<file path="src/rcb_pkg.sv">
// rcb_pkg: constants and carrier types for the receive cell-bus output port.
// assumes: included before every rcb module; single system clock domain.
`default_nettype none
package rcb_pkg;
  // control register location and field layout
  localparam logic [15:0] RCB_CTRL0_ADDR     = 16'h0503;
  localparam int          RCB_CTRL_LVL_BIT   = 7;
  localparam int          RCB_CTRL_MPHY_BIT  = 6;
  localparam int          RCB_CTRL_WID_HI    = 3;
  localparam int          RCB_CTRL_WID_LO    = 2;
  localparam int          RCB_CTRL_SIZE_HI   = 1;
  localparam int          RCB_CTRL_SIZE_LO   = 0;
  localparam logic [7:0]  RCB_CTRL_RESET     = 8'h00;
  // width field encodings
  localparam logic [1:0]  RCB_WID_OFF        = 2'h0;
  localparam logic [1:0]  RCB_WID_8          = 2'h1;
  localparam logic [1:0]  RCB_WID_16         = 2'h2;
  // cell size encodings
  localparam logic [1:0]  RCB_SIZE_52        = 2'h0;
  localparam logic [1:0]  RCB_SIZE_53        = 2'h1;
  localparam logic [1:0]  RCB_SIZE_54        = 2'h2;
  localparam logic [5:0]  RCB_OCT_52         = 6'h34;
  localparam logic [5:0]  RCB_OCT_53         = 6'h35;
  localparam logic [5:0]  RCB_OCT_54         = 6'h36;
  // header check octet position and filler values
  localparam logic [5:0]  RCB_HEC_IDX        = 6'h04;
  localparam logic [7:0]  RCB_HEC_DUMMY      = 8'h00;
  localparam logic [7:0]  RCB_STUFF_OCT      = 8'h00;
  // one cell-bus beat on the pins
  typedef struct packed {
    logic [15:0] data;
    logic        soc;
    logic        prty;
    logic        oe;
  } rcb_beat_s;
  typedef enum logic [1:0] {
    RCB_IDLE = 2'b00,
    RCB_CELL = 2'b01
  } rcb_state_e;
endpackage : rcb_pkg
`default_nettype wire

</file>
<file path="src/rcb_rx_port.sv">
// rcb_rx_port: receive cell-bus output port, level 1/2 cell output path.
// assumes: cell octets arrive from the receive fifo on clk_sys with valid/ready;
// the reader's port clock and read enable are asynchronous pins.
//
// Functional notes
// - width field bits 3:2 pick lanes
// - eight-bit mode drives only upper lane
// - sixteen-bit mode drives all sixteen lanes
// - size field bits 1:0 pick 52/53/54
// - 52-octet cells carry no header check
// - 53-octet cells insert one header check octet
// - 54-octet cells add check plus stuff
// - exactly configured octets per start marker
// - width setting applies to receive only
// - level 2 runs single or multi phy
// - start marker one clock on first beat
// - odd parity over each presented beat
// - bus off while enable high; rising updates
// - bit 7 picks level 3 versus 1/2
`default_nettype none
module rcb_rx_port
  import rcb_pkg::*;
(
  input  wire logic        clk_sys,
  input  wire logic        arst_n,
  input  wire logic        clk_en,
  // control register access
  input  wire logic [15:0] reg_addr,
  input  wire logic        reg_wr,
  input  wire logic [7:0]  reg_wdata,
  output logic      [7:0]  reg_rdata,
  // cell octets from the receive fifo
  input  wire logic [7:0]  fifo_octet,
  input  wire logic        fifo_valid,
  output logic             fifo_ready,
  // cell bus pins
  input  wire logic        rx_port_clock,
  input  wire logic        rx_read_enable_n,
  output logic      [15:0] rx_cell_data_bus,
  output logic      [15:0] rx_cell_data_oe,
  output logic             rx_cell_start_marker,
  output logic             rx_word_parity,
  // mode status toward the rest of the port
  output logic             level12_mode,
  output logic             multi_phy_mode
);
  ////////////////////////////////////////////////////////////////////////////
  // pin synchronisers
  // clock and enable pass equal depths, so an enable change made half a
  // port-clock period before a rise is already settled when that rise is seen
  logic clk_s;
  logic enb_n_s;
  rcb_sync u_sync_clk (
    .clk_sys  (clk_sys),
    .arst_n   (arst_n),
    .clk_en   (clk_en),
    .rst_val  (1'b0),
    .async_in (rx_port_clock),
    .sync_out (clk_s)
  );
  // enable resets to its idle high level by inversion
  rcb_sync u_sync_enb (
    .clk_sys  (clk_sys),
    .arst_n   (arst_n),
    .clk_en   (clk_en),
    .rst_val  (1'b1),
    .async_in (~rx_read_enable_n),
    .sync_out (enb_n_s)
  );
  ////////////////////////////////////////////////////////////////////////////
  // control register
  logic [7:0] ctrl_ff;
  logic [7:0] nxt_ctrl;
  logic [1:0] wid;
  logic [1:0] csize;
  // a write lands only at the mapped address and only while enabled
  always_comb begin
    nxt_ctrl = ctrl_ff;
    if (clk_en && reg_wr && reg_addr == RCB_CTRL0_ADDR) begin
      nxt_ctrl = reg_wdata;
    end
  end
  // control value; nothing runs until bit 7 and a valid width are written
  always_ff @(posedge clk_sys or negedge arst_n) begin
    if (!arst_n) begin
      ctrl_ff <= RCB_CTRL_RESET;
    end else begin
      ctrl_ff <= nxt_ctrl;
    end
  end
  // read-back; unmapped addresses read zero
  always_comb begin
    if (reg_addr == RCB_CTRL0_ADDR) begin
      reg_rdata = ctrl_ff;
    end else begin
      reg_rdata = 8'h00;
    end
  end
  // field decode from the stored control value
  assign wid            = ctrl_ff[RCB_CTRL_WID_HI:RCB_CTRL_WID_LO];
  assign csize          = ctrl_ff[RCB_CTRL_SIZE_HI:RCB_CTRL_SIZE_LO];
  assign level12_mode   = ctrl_ff[RCB_CTRL_LVL_BIT];
  assign multi_phy_mode = level12_mode & ctrl_ff[RCB_CTRL_MPHY_BIT];
  ////////////////////////////////////////////////////////////////////////////
  // cell sequencer
  logic       clk_d_ff;
  logic       nxt_clk_d;
  logic       rise;
  logic       w16;
  logic       run_ok;
  logic [5:0] oct_total;
  logic [5:0] oct_per_beat;
  rcb_state_e st_ff;
  rcb_state_e nxt_st;
  logic [5:0] idx_ff;
  logic [5:0] nxt_idx;
  rcb_beat_s  beat_ff;
  rcb_beat_s  nxt_beat;
  // delayed copy of the synchronised port clock marks each rising edge
  assign nxt_clk_d = clk_en ? clk_s : clk_d_ff;
  assign rise      = clk_en & clk_s & ~clk_d_ff;
  assign w16       = (wid == RCB_WID_16);
  // unused or invalid encodings stop output
  // a 53-octet cell would leave half a word at sixteen bits,
  // so that pairing is refused rather than padded
  always_comb begin
    oct_total = RCB_OCT_52;
    run_ok    = level12_mode & (wid == RCB_WID_8 | w16);
    case (csize)
      RCB_SIZE_52: oct_total = RCB_OCT_52;
      RCB_SIZE_53: begin
        oct_total = RCB_OCT_53;
        run_ok    = run_ok & ~w16;
      end
      RCB_SIZE_54: oct_total = RCB_OCT_54;
      default:     run_ok    = 1'b0;
    endcase
    oct_per_beat = w16 ? 6'h02 : 6'h01;
  end
  // octet source for a given cell position: fifo, check octet or stuff
  function automatic logic [7:0] pick(input logic [5:0] pos, input logic [7:0] f);
    logic [7:0] v;
    v = f;
    if (csize != RCB_SIZE_52 && pos == RCB_HEC_IDX) begin
      v = RCB_HEC_DUMMY;
    end else if (csize == RCB_SIZE_54 && pos == RCB_OCT_54 - 6'h01) begin
      v = RCB_STUFF_OCT;
    end
    return v;
  endfunction
  // octet from fifo for position pos unless inserted
  function automatic logic from_fifo(input logic [5:0] pos);
    from_fifo = !((csize != RCB_SIZE_52 && pos == RCB_HEC_IDX) ||
                  (csize == RCB_SIZE_54 && pos == RCB_OCT_54 - 6'h01));
  endfunction
  // fifo needs of the beat at the current cell position
  logic       hi_ff_need;
  logic       lo_ff_need;
  logic       have;
  logic [5:0] nidx_lo;
  // a beat is emitted only on a port-clock rise with enable low, and with fifo data unless every octet of the beat is inserted
  always_comb begin
    nxt_st     = st_ff;
    nxt_idx    = idx_ff;
    nxt_beat   = beat_ff;
    nidx_lo    = idx_ff + 6'h01;
    hi_ff_need = from_fifo(idx_ff);
    lo_ff_need = w16 & from_fifo(nidx_lo);
    have       = fifo_valid | ~(hi_ff_need | lo_ff_need);
    fifo_ready = 1'b0;
    if (rise) begin
      nxt_beat.soc = 1'b0;
      // the bus goes quiet only at the first rise after the enable is seen
      // high, so a reader gives one more rise after raising it
      nxt_beat.oe  = ~enb_n_s & run_ok;
      if (!run_ok) begin
        nxt_st   = RCB_IDLE;
        nxt_idx  = 6'h00;
        nxt_beat = '0;
      end else if (!enb_n_s && have) begin
        // fifo octets are pulled one per rise; two-lane beats need the
        // low octet inserted or pre-merged, so one fifo octet per lane pair
        fifo_ready = hi_ff_need | lo_ff_need;
        nxt_beat.data[15:8] = pick(idx_ff, fifo_octet);
        nxt_beat.data[7:0]  = w16 ? pick(nidx_lo, fifo_octet) : 8'h00;
        // a cut cell resumes where it stopped; the marker waits for a cell start
        nxt_beat.soc        = (st_ff == RCB_IDLE) && (idx_ff == 6'h00);
        nxt_beat.prty       = ~(^nxt_beat.data[15:8] ^
                                (w16 ? ^nxt_beat.data[7:0] : 1'b0));
        nxt_st              = RCB_CELL;
        if (idx_ff + oct_per_beat >= oct_total) begin
          nxt_idx = 6'h00;
          nxt_st  = RCB_IDLE;
        end else begin
          nxt_idx = idx_ff + oct_per_beat;
        end
      end
    end
  end
  // sequencer registers; pins reset low with the bus released
  always_ff @(posedge clk_sys or negedge arst_n) begin
    if (!arst_n) begin
      clk_d_ff <= 1'b0;
      st_ff    <= RCB_IDLE;
      idx_ff   <= 6'h00;
      beat_ff  <= '0;
    end else begin
      clk_d_ff <= nxt_clk_d;
      st_ff    <= nxt_st;
      idx_ff   <= nxt_idx;
      beat_ff  <= nxt_beat;
    end
  end
  ////////////////////////////////////////////////////////////////////////////
  // pin outputs; lower lane enable only in sixteen-bit mode
  assign rx_cell_data_bus     = beat_ff.data;
  assign rx_cell_data_oe      = {{8{beat_ff.oe}}, {8{beat_ff.oe & w16}}};
  assign rx_cell_start_marker = beat_ff.soc;
  assign rx_word_parity       = beat_ff.prty;
endmodule // rcb_rx_port
`default_nettype wire

</file>
<file path="src/rcb_sync.sv">
// rcb_sync: two-stage synchroniser for pin inputs.
// assumes: async inputs; the first stage feeds only the second.
`default_nettype none
module rcb_sync (
  input  wire logic clk_sys,
  input  wire logic arst_n,
  input  wire logic clk_en,
  input  wire logic rst_val,
  input  wire logic async_in,
  output logic      sync_out
);
  logic meta_ff;
  logic nxt_meta;
  logic sync_ff;
  logic nxt_sync;
  // next values of the two stages
  always_comb begin
    nxt_meta = clk_en ? async_in : meta_ff;
    nxt_sync = clk_en ? meta_ff : sync_ff;
  end
  // register stages reset low; output reset level chosen per instance by inversion
  always_ff @(posedge clk_sys or negedge arst_n) begin
    if (!arst_n) begin
      meta_ff <= 1'b0;
      sync_ff <= 1'b0;
    end else begin
      meta_ff <= nxt_meta;
      sync_ff <= nxt_sync;
    end
  end
  assign sync_out = sync_ff ^ rst_val;
endmodule // rcb_sync
`default_nettype wire

</file>
<file path="config.mk">
export PLATFORM = sky130hd
export DESIGN_NAME = rcb_rx_port
export DESIGN_NICKNAME = d
export VERILOG_FILES = /design/src/rcb_pkg.sv /design/src/rcb_rx_port.sv /design/src/rcb_sync.sv
export SDC_FILE = /design/constraint.sdc
export NUM_CORES = 1
export LEC_CHECK = 0
export BUFFER_PORTS_ARGS = -buffer_cell sky130_fd_sc_hd__buf_2
export CORE_ASPECT_RATIO = 0.6
export CORE_MARGIN = 2
export CORE_UTILIZATION = 51
export CTS_BUF_LIST = sky130_fd_sc_hd__clkbuf_8
export DETAILED_ROUTE_END_ITERATION = 16
export PLACE_DENSITY = 0.91
export SETUP_SLACK_MARGIN = 0.2
export SLEW_MARGIN = 20
export SYNTH_ARGS = -nofsm -noshare
export SYNTH_HDL_FRONTEND = slang
export SYNTH_SLANG_ARGS = --single-unit
export TNS_END_PERCENT = 10
</file>
<file path="constraint.sdc">
create_clock -name clk_sys -period 3.25 [get_ports clk_sys]
set_input_delay 0.1625 -clock clk_sys [delete_from_list [all_inputs] [get_ports clk_sys]]
set_output_delay 0.1625 -clock clk_sys [all_outputs]
set_load 0.01 [all_outputs]
</file>
==> flow_summary.toml, run 1 <==
[die]
initial_utilization_pct = 53.24
io_pins = 84
dieArea_sq_mm = 0.004835
die_h_microns = 54.67
die_w_microns = 88.45
core-area_sq_mm = 0.004099
rows = 18

[detailed_routing]
vias = 1752
viasPerCell = 5.277
ant_nets = 0
wl_met3_microns = 282
top_layer_used = "met3"
wl_met2_microns = 2080
avgRoutedWirePerCell_microns = 13.97
first_pass_iters = 4
wl_microns = 4639
wl_met1_microns = 2276
route.detailed.drc = 0
first_iter_violations = 97

[sta]
fmax_mhz = 361.8
post-route-period-util_pct = 85.06
finalMaxSlewViolations = 0
relSlewSlack_pct = 43.82
tightestPinTransition_ns = 0.8428
tns_ns = 0
hold_slack_ns = -0.03062
hold_viol_final = 39
setup_viol = 0
clock_skew_ns = 0.008797
period_needed_ns = 2.764
rsz0062_at_grt = "no"
layout_setup_ws_ns = 0.4857

[cts]
cts-root-buf = "clkbuf_8"
cts_buffer_depth = 2
cts.reportedPaths.clkPinSlew_ns = 0.07
cts_tree = "yes"
cts_buffers = 5
cts_setup_buffers = 0
post_cts_resized = 0
worstSkewPairLatency_ns = 0.29
clock-sinks = 39
htree_levels = 2
postCtsHoldBufs = 0

[synthesis]
yosysTopAreaCellShare_pct = 44.72
ys_ff_latch = 39
synth.most_common_cell = "dfrtp_1"
synth.area.top_cells = "dfrtp_1 45%, a22o_1 7.2%, mux2_2 5.7%"
syn-mean-instance-area_sq_um = 10.64
synth_warnings = 0
synth_cell_types = 45
synth_nets = 250
async_flop_share_pct = 100.0
netlist_area_sq_mm = 0.002182
netlist_instances = 205
seq_area_frac_synth_pct = 44.72
synth_top_cell_by_area = "dfrtp_1"
synth_ff_type = "dfrtp_1"
yosys-top-cells-count = "39 x dfrtp_1, 18 x a22o_1, 15 x buf_4, 13 x nand2_1, 11 x mux2_2"
synth_edf_count = 0

[setup_path]
cpMaxStageDelayCell = "fa_1"
crit_required_ns = 3.42
crit_path_max_fanout = 6
crit_arrival_ns = 2.93
critical-path-top-delay-family = "adder cells"
worst_path_largest_cell_delay_ns = 0.47
cp-end-kind = "register"
crit_chain = "ha_1 > inv_1 > ha_1 > inv_1 > fa_1 > inv_1 > ha_1 > a21oi_1 > a21oi_1 > o31a_1 > nor2_1 > a221o_1"
setup.worst_path.start_class = "register"
crit_type = "reg2reg"
crit_buf_inv = 3

[grt]
grt_usage_pct = 20.47
grt_pass1_wl_microns = 7334
overflow = 0
first_global_vias = 1530
antenna_found_initial = 0
grt_max_degree = 40

[place]
place_ws_ns = 0.4859
portBuffers = 83
hpwl_microns = 3554
gp_congestion = 0.8505

[finish]
num_antenna_cells = 0
fin_nets = 317
area_delta_synth_final_pct = 19.72
drive_above_1_share_pct = 39.34

[job]
maxCapViolations = 0

[pwr]
power_leakage_uw = 0.001419
power_density_mw_per_mm2 = 374.0
peakVddDrop_mv = 0.2460

[outcome]
status = "finished, violations left"
violations = "hold timing"

[hold_path]
hp-class = "in2async"
-- placed cells by master (no fill, tap or decap), types with 2 or more instances in the layout --
master | netlist | routed
nor3_1 | 4 | 4
nand4_1 | 2 | 2
mux2_2 | 11 | 11
inv_1 | 7 | 7
and3_1 | 3 | 3
nand3b_1 | 4 | 4
buf_2 | 4 | 83
nand2b_1 | 4 | 4
a211oi_1 | 2 | 2
and2_1 | 10 | 10
nor2_1 | 10 | 10
a22o_1 | 18 | 18
dfrtp_1 | 39 | 39
ha_1 | 5 | 5
clkbuf_8 | 0 | 5
nor4b_1 | 3 | 3
a21o_1 | 5 | 5
nor4_1 | 2 | 2
xnor2_1 | 7 | 7
o21ai_0 | 6 | 6
a21oi_1 | 5 | 5
nand2_1 | 13 | 13
-- state kept, by name (all words and copies together), names as in the netlist --
name	cells
u_sync_clk.sync_ff	1
u_sync_clk.meta_ff	1
st_ff	1
rx_word_parity	1
u_sync_enb.meta_ff	1
ctrl_ff	8
rx_cell_data_bus	16
idx_ff	6
u_sync_enb.sync_ff	1
clk_d_ff	1
rx_cell_start_marker	1
rx_cell_data_oe	1
-- worst register-to-register path: stages, from the launching register on --
cell	delay [ns]
dfrtp_1	0.39
ha_1	0.24
inv_1	0.12
ha_1	0.18
inv_1	0.05
fa_1	0.47
inv_1	0.05
ha_1	0.26
a21oi_1	0.05
a21oi_1	0.11
o31a_1	0.26
nor2_1	0.13
a221o_1	0.33
-- stage by stage --
stage,instance area (sq um),std cells,hold WS (ns),power [uW],utilization (%)
after floorplan,2182,205,-0.1331,556.0,-
after CTS,2613,332,0.002669,986.3,63.74
after global placement,2506,325,0.3144,592.7,61.14
after global routing,2613,332,0.04586,1014,63.74
final,2613,332,-0.03062,977.0,63.74
after detailed placement,2506,325,0.3208,596.1,61.14
-- report_power, final --
| part | total (uW) | switching (uW) | internal (uW) |
|---|---|---|---|
| Combinational | 86.9 | 45.7 | 41.2 |
| Sequential | 499 | 5.40 | 494 |
| Clock | 391 | 167 | 224 |
| Total | 977 | 218 | 759 |
-- kinds of logic after synthesis --
kind of cell               synth area share [%]
and+or+nand+nor                           16.57
AOI/OAI and AO/OA                         16.80
DFF                                       44.72
buffers and inverters                     9.175
muxes                                     6.135
xor gates and xnor gates                  2.810
adders and majority gates                 3.784
-- per-layer routing --
metal / track usage, % / vias up
li1: - / 848
met1: 28.46 / 852
met2: 32.33 / 52
met3: 7.089 / 0
met4: 2.273 / 0
met5: 0 / -
-- area by class of cell --
type / count / area [sq um]
fillers: 345 / 1486
multi-input cells: 135 / 1006
flip-flops and latches: 39 / 975.9
repair buffers: 84 / 422.9
well taps: 60 / 75.07
clock buffers: 5 / 68.82
clock inverters: 2 / 37.54
inverters: 7 / 26.28
-- path summary, 6_finish.rpt --
kind | start | cells past startpoint | to | slack [ns]
worst min register to register | rx_word_parity | 1 | rx_word_parity | 0.48
worst min-delay path | arst_n | 1 | st_ff[0] | -0.03
worst max register to register | ctrl_ff[3] | 12 | idx_ff[3] | 0.49
max in group asynchronous | arst_n | 1 | idx_ff[2] | 2.74
min in group clk_sys | rx_read_enable_n | 2 | u_sync_enb.meta_ff | 0.05
worst max-delay path | ctrl_ff[3] | 12 | idx_ff[3] | 0.49
(Power assumes the default switching activity.)
==> run 2: changes to the inputs <==
Settings changed: ABC_AREA from default to 1, CORE_UTILIZATION 51 to 52, GPL_ROUTABILITY_DRIVEN from default to 0, PLACE_DENSITY 0.91 to 0.87.
==> flow_summary.toml, run 2 <==
[outcome]
status = "finished, violations left"
violations = "hold timing"

[synthesis]
netlist_instances = 331
synth_edf_count = 0
synth_nets = 376
async_flop_share_pct = 100.0
synth_ff_type = "dfrtp_1"
syn-mean-instance-area_sq_um = 7.398
yosys-top-cells-count = "91 x nand2_1, 49 x inv_1, 42 x nand3_1, 39 x dfrtp_1, 22 x nor2_1"
ys_ff_latch = 39
yosysTopAreaCellShare_pct = 39.86
synth_top_cell_by_area = "dfrtp_1"
netlist_area_sq_mm = 0.002449
seq_area_frac_synth_pct = 39.86
synth_cell_types = 31
synth_warnings = 0
synth.most_common_cell = "nand2_1"
synth.area.top_cells = "dfrtp_1 40%, nand2_1 14%, nand3_1 8.6%"

[die]
dieArea_sq_mm = 0.005292
core-area_sq_mm = 0.004541
rows = 19
die_h_microns = 57.16
initial_utilization_pct = 53.93
die_w_microns = 92.59
io_pins = 84

[sta]
rsz0062_at_grt = "no"
post-route-period-util_pct = 86.15
tightestPinTransition_ns = 0.8816
layout_setup_ws_ns = 0.4502
finalMaxSlewViolations = 0
tns_ns = 0
setup_viol = 0
clock_skew_ns = 0.007497
period_needed_ns = 2.800
relSlewSlack_pct = 41.22
hold_viol_final = 24
hold_slack_ns = -0.02564
fmax_mhz = 357.2

[finish]
layout_commonest_cell = "nand2_1"
fin_nets = 444
area_delta_synth_final_pct = 16.76
layout_common_cells = "91 x nand2_1, 83 x buf_2, 50 x inv_1"
drive_above_1_share_pct = 25.63
num_antenna_cells = 0
final_area_sq_mm = 0.002859
largest_reg_flops = 16
nFillCells = 408

[cts]
cts_setup_buffers = 0
cts_buffer_depth = 2
post_cts_resized = 0
worstSkewPairLatency_ns = 0.29
htree_levels = 2
cts-root-buf = "clkbuf_8"
cts_buffers = 5
cts.reportedPaths.clkPinSlew_ns = 0.07
clock-sinks = 39
cts_tree = "yes"
postCtsHoldBufs = 0

[setup_path]
crit_required_ns = 3.43
crit_path_max_fanout = 7
reg2reg_slack_ns = 0.45
crit_type = "reg2reg"
worst_r2r_endpoint = "idx_ff[2]"
crit_arrival_ns = 2.98
setup.worst_path.start_class = "register"
ff2ff_path_depth = 14
r2r_start = "ctrl_ff[2]"
cp-end-kind = "register"

[grt]
grt_max_degree = 40
overflow = 0
grt_pass1_wl_microns = 9922
grt_usage_pct = 23.60
first_global_vias = 2275
antenna_found_initial = 0

[pwr]
power_leakage_uw = 0.001741
peakVddDrop_mv = 0.2367
power_density_mw_per_mm2 = 312.4
power.total_uw = 893.0

[place]
placedInstanceArea_sq_mm = 0.002786
place_ws_ns = 0.5101
portBuffers = 83
hpwl_microns = 4344

[detailed_routing]
viasPerCell = 5.213
vias = 2403
avgRoutedWirePerCell_microns = 12.64
route.detailed.drc = 0
wl_microns = 5829
first_pass_iters = 4
first_iter_violations = 148
ant_nets = 0

[hold_path]
hp-class = "in2async"

[job]
maxCapViolations = 0
==> run 2: area by class of cell <==
cell class / count / area, sq um / area share, %
flip-flops and latches: 39 / 975.9 / 34.14
clock buffers: 5 / 68.82 / 2.407
clock inverters: 1 / 3.754 / 0.1313
inverters: 51 / 191.4 / 6.696
well taps: 63 / 78.83 / 2.757
multi-input cells: 219 / 1125 / 39.34
repair buffers: 83 / 415.4 / 14.53
==> run 2: critical path: stages (launching register included) <==
cell and delay [ns]:
dfrtp_1 0.34, inv_1 0.06, ha_1 0.23, inv_1 0.15, ha_1 0.23, inv_1 0.07, fa_1 0.47, inv_1 0.05
ha_1 0.26, a21boi_0 0.15, o21ai_0 0.09, nand2_1 0.08, nand3_1 0.23, nand4_1 0.19, nand2_1 0.07
==> run 2: how the worst max path moves through the flow <==
stage,startpoint,endpoint,slack [ns],cells past startpoint
2_1_floorplan,ctrl_ff[2],idx_ff[0],0.83,14
3_3_place_gp,ctrl_ff[2],idx_ff[5],0.68,14
3_5_place_dp,ctrl_ff[2],idx_ff[2],0.51,14
4_1_cts,ctrl_ff[2],idx_ff[2],0.49,14
5_1_grt,ctrl_ff[2],idx_ff[2],0.27,14
6_report,ctrl_ff[2],idx_ff[2],0.45,14
==> run 2: metrics by stage <==
stage / utilization (%) / instances / hold slack [ns]
floorplan: - / 331 / -0.1331
global placement: 61.37 / 455 / 0.3251
detailed placement: 61.37 / 455 / 0.3350
CTS: 62.97 / 461 / 0.02103
global route: 62.97 / 461 / 0.08214
finish: 62.97 / 461 / -0.02564
==> run 2: cell families (layout without fill, tap and decap cells) <==
family,count (synthesis),after routing,share of synthesized area [%]
and+or+nand+nor,187,187,35.46
AOI/OAI and AO/OA,19,19,4.599
adders and majority gates,6,6,3.373
buffers and inverters,73,140,14.21
xor gates and xnor gates,7,7,2.504
DFF,39,39,39.86
==> run 2: routing by layer <==
layer	routed length, microns	up-vias	track usage (%)
met1	2640	1120	31.59
met2	2577	98	37.43
li1	-	1171	-
met3	518	14	6.605
met4	93	0	8.316
met5	0	-	0
==> run 2: power breakdown <==
part	switching (uW)	internal (uW)	leakage, uW
Clock	160	140	0.0000413
Combinational	63.1	35.7	0.00116
Sequential	2.90	492	0.000537
Total	226	667	0.00174
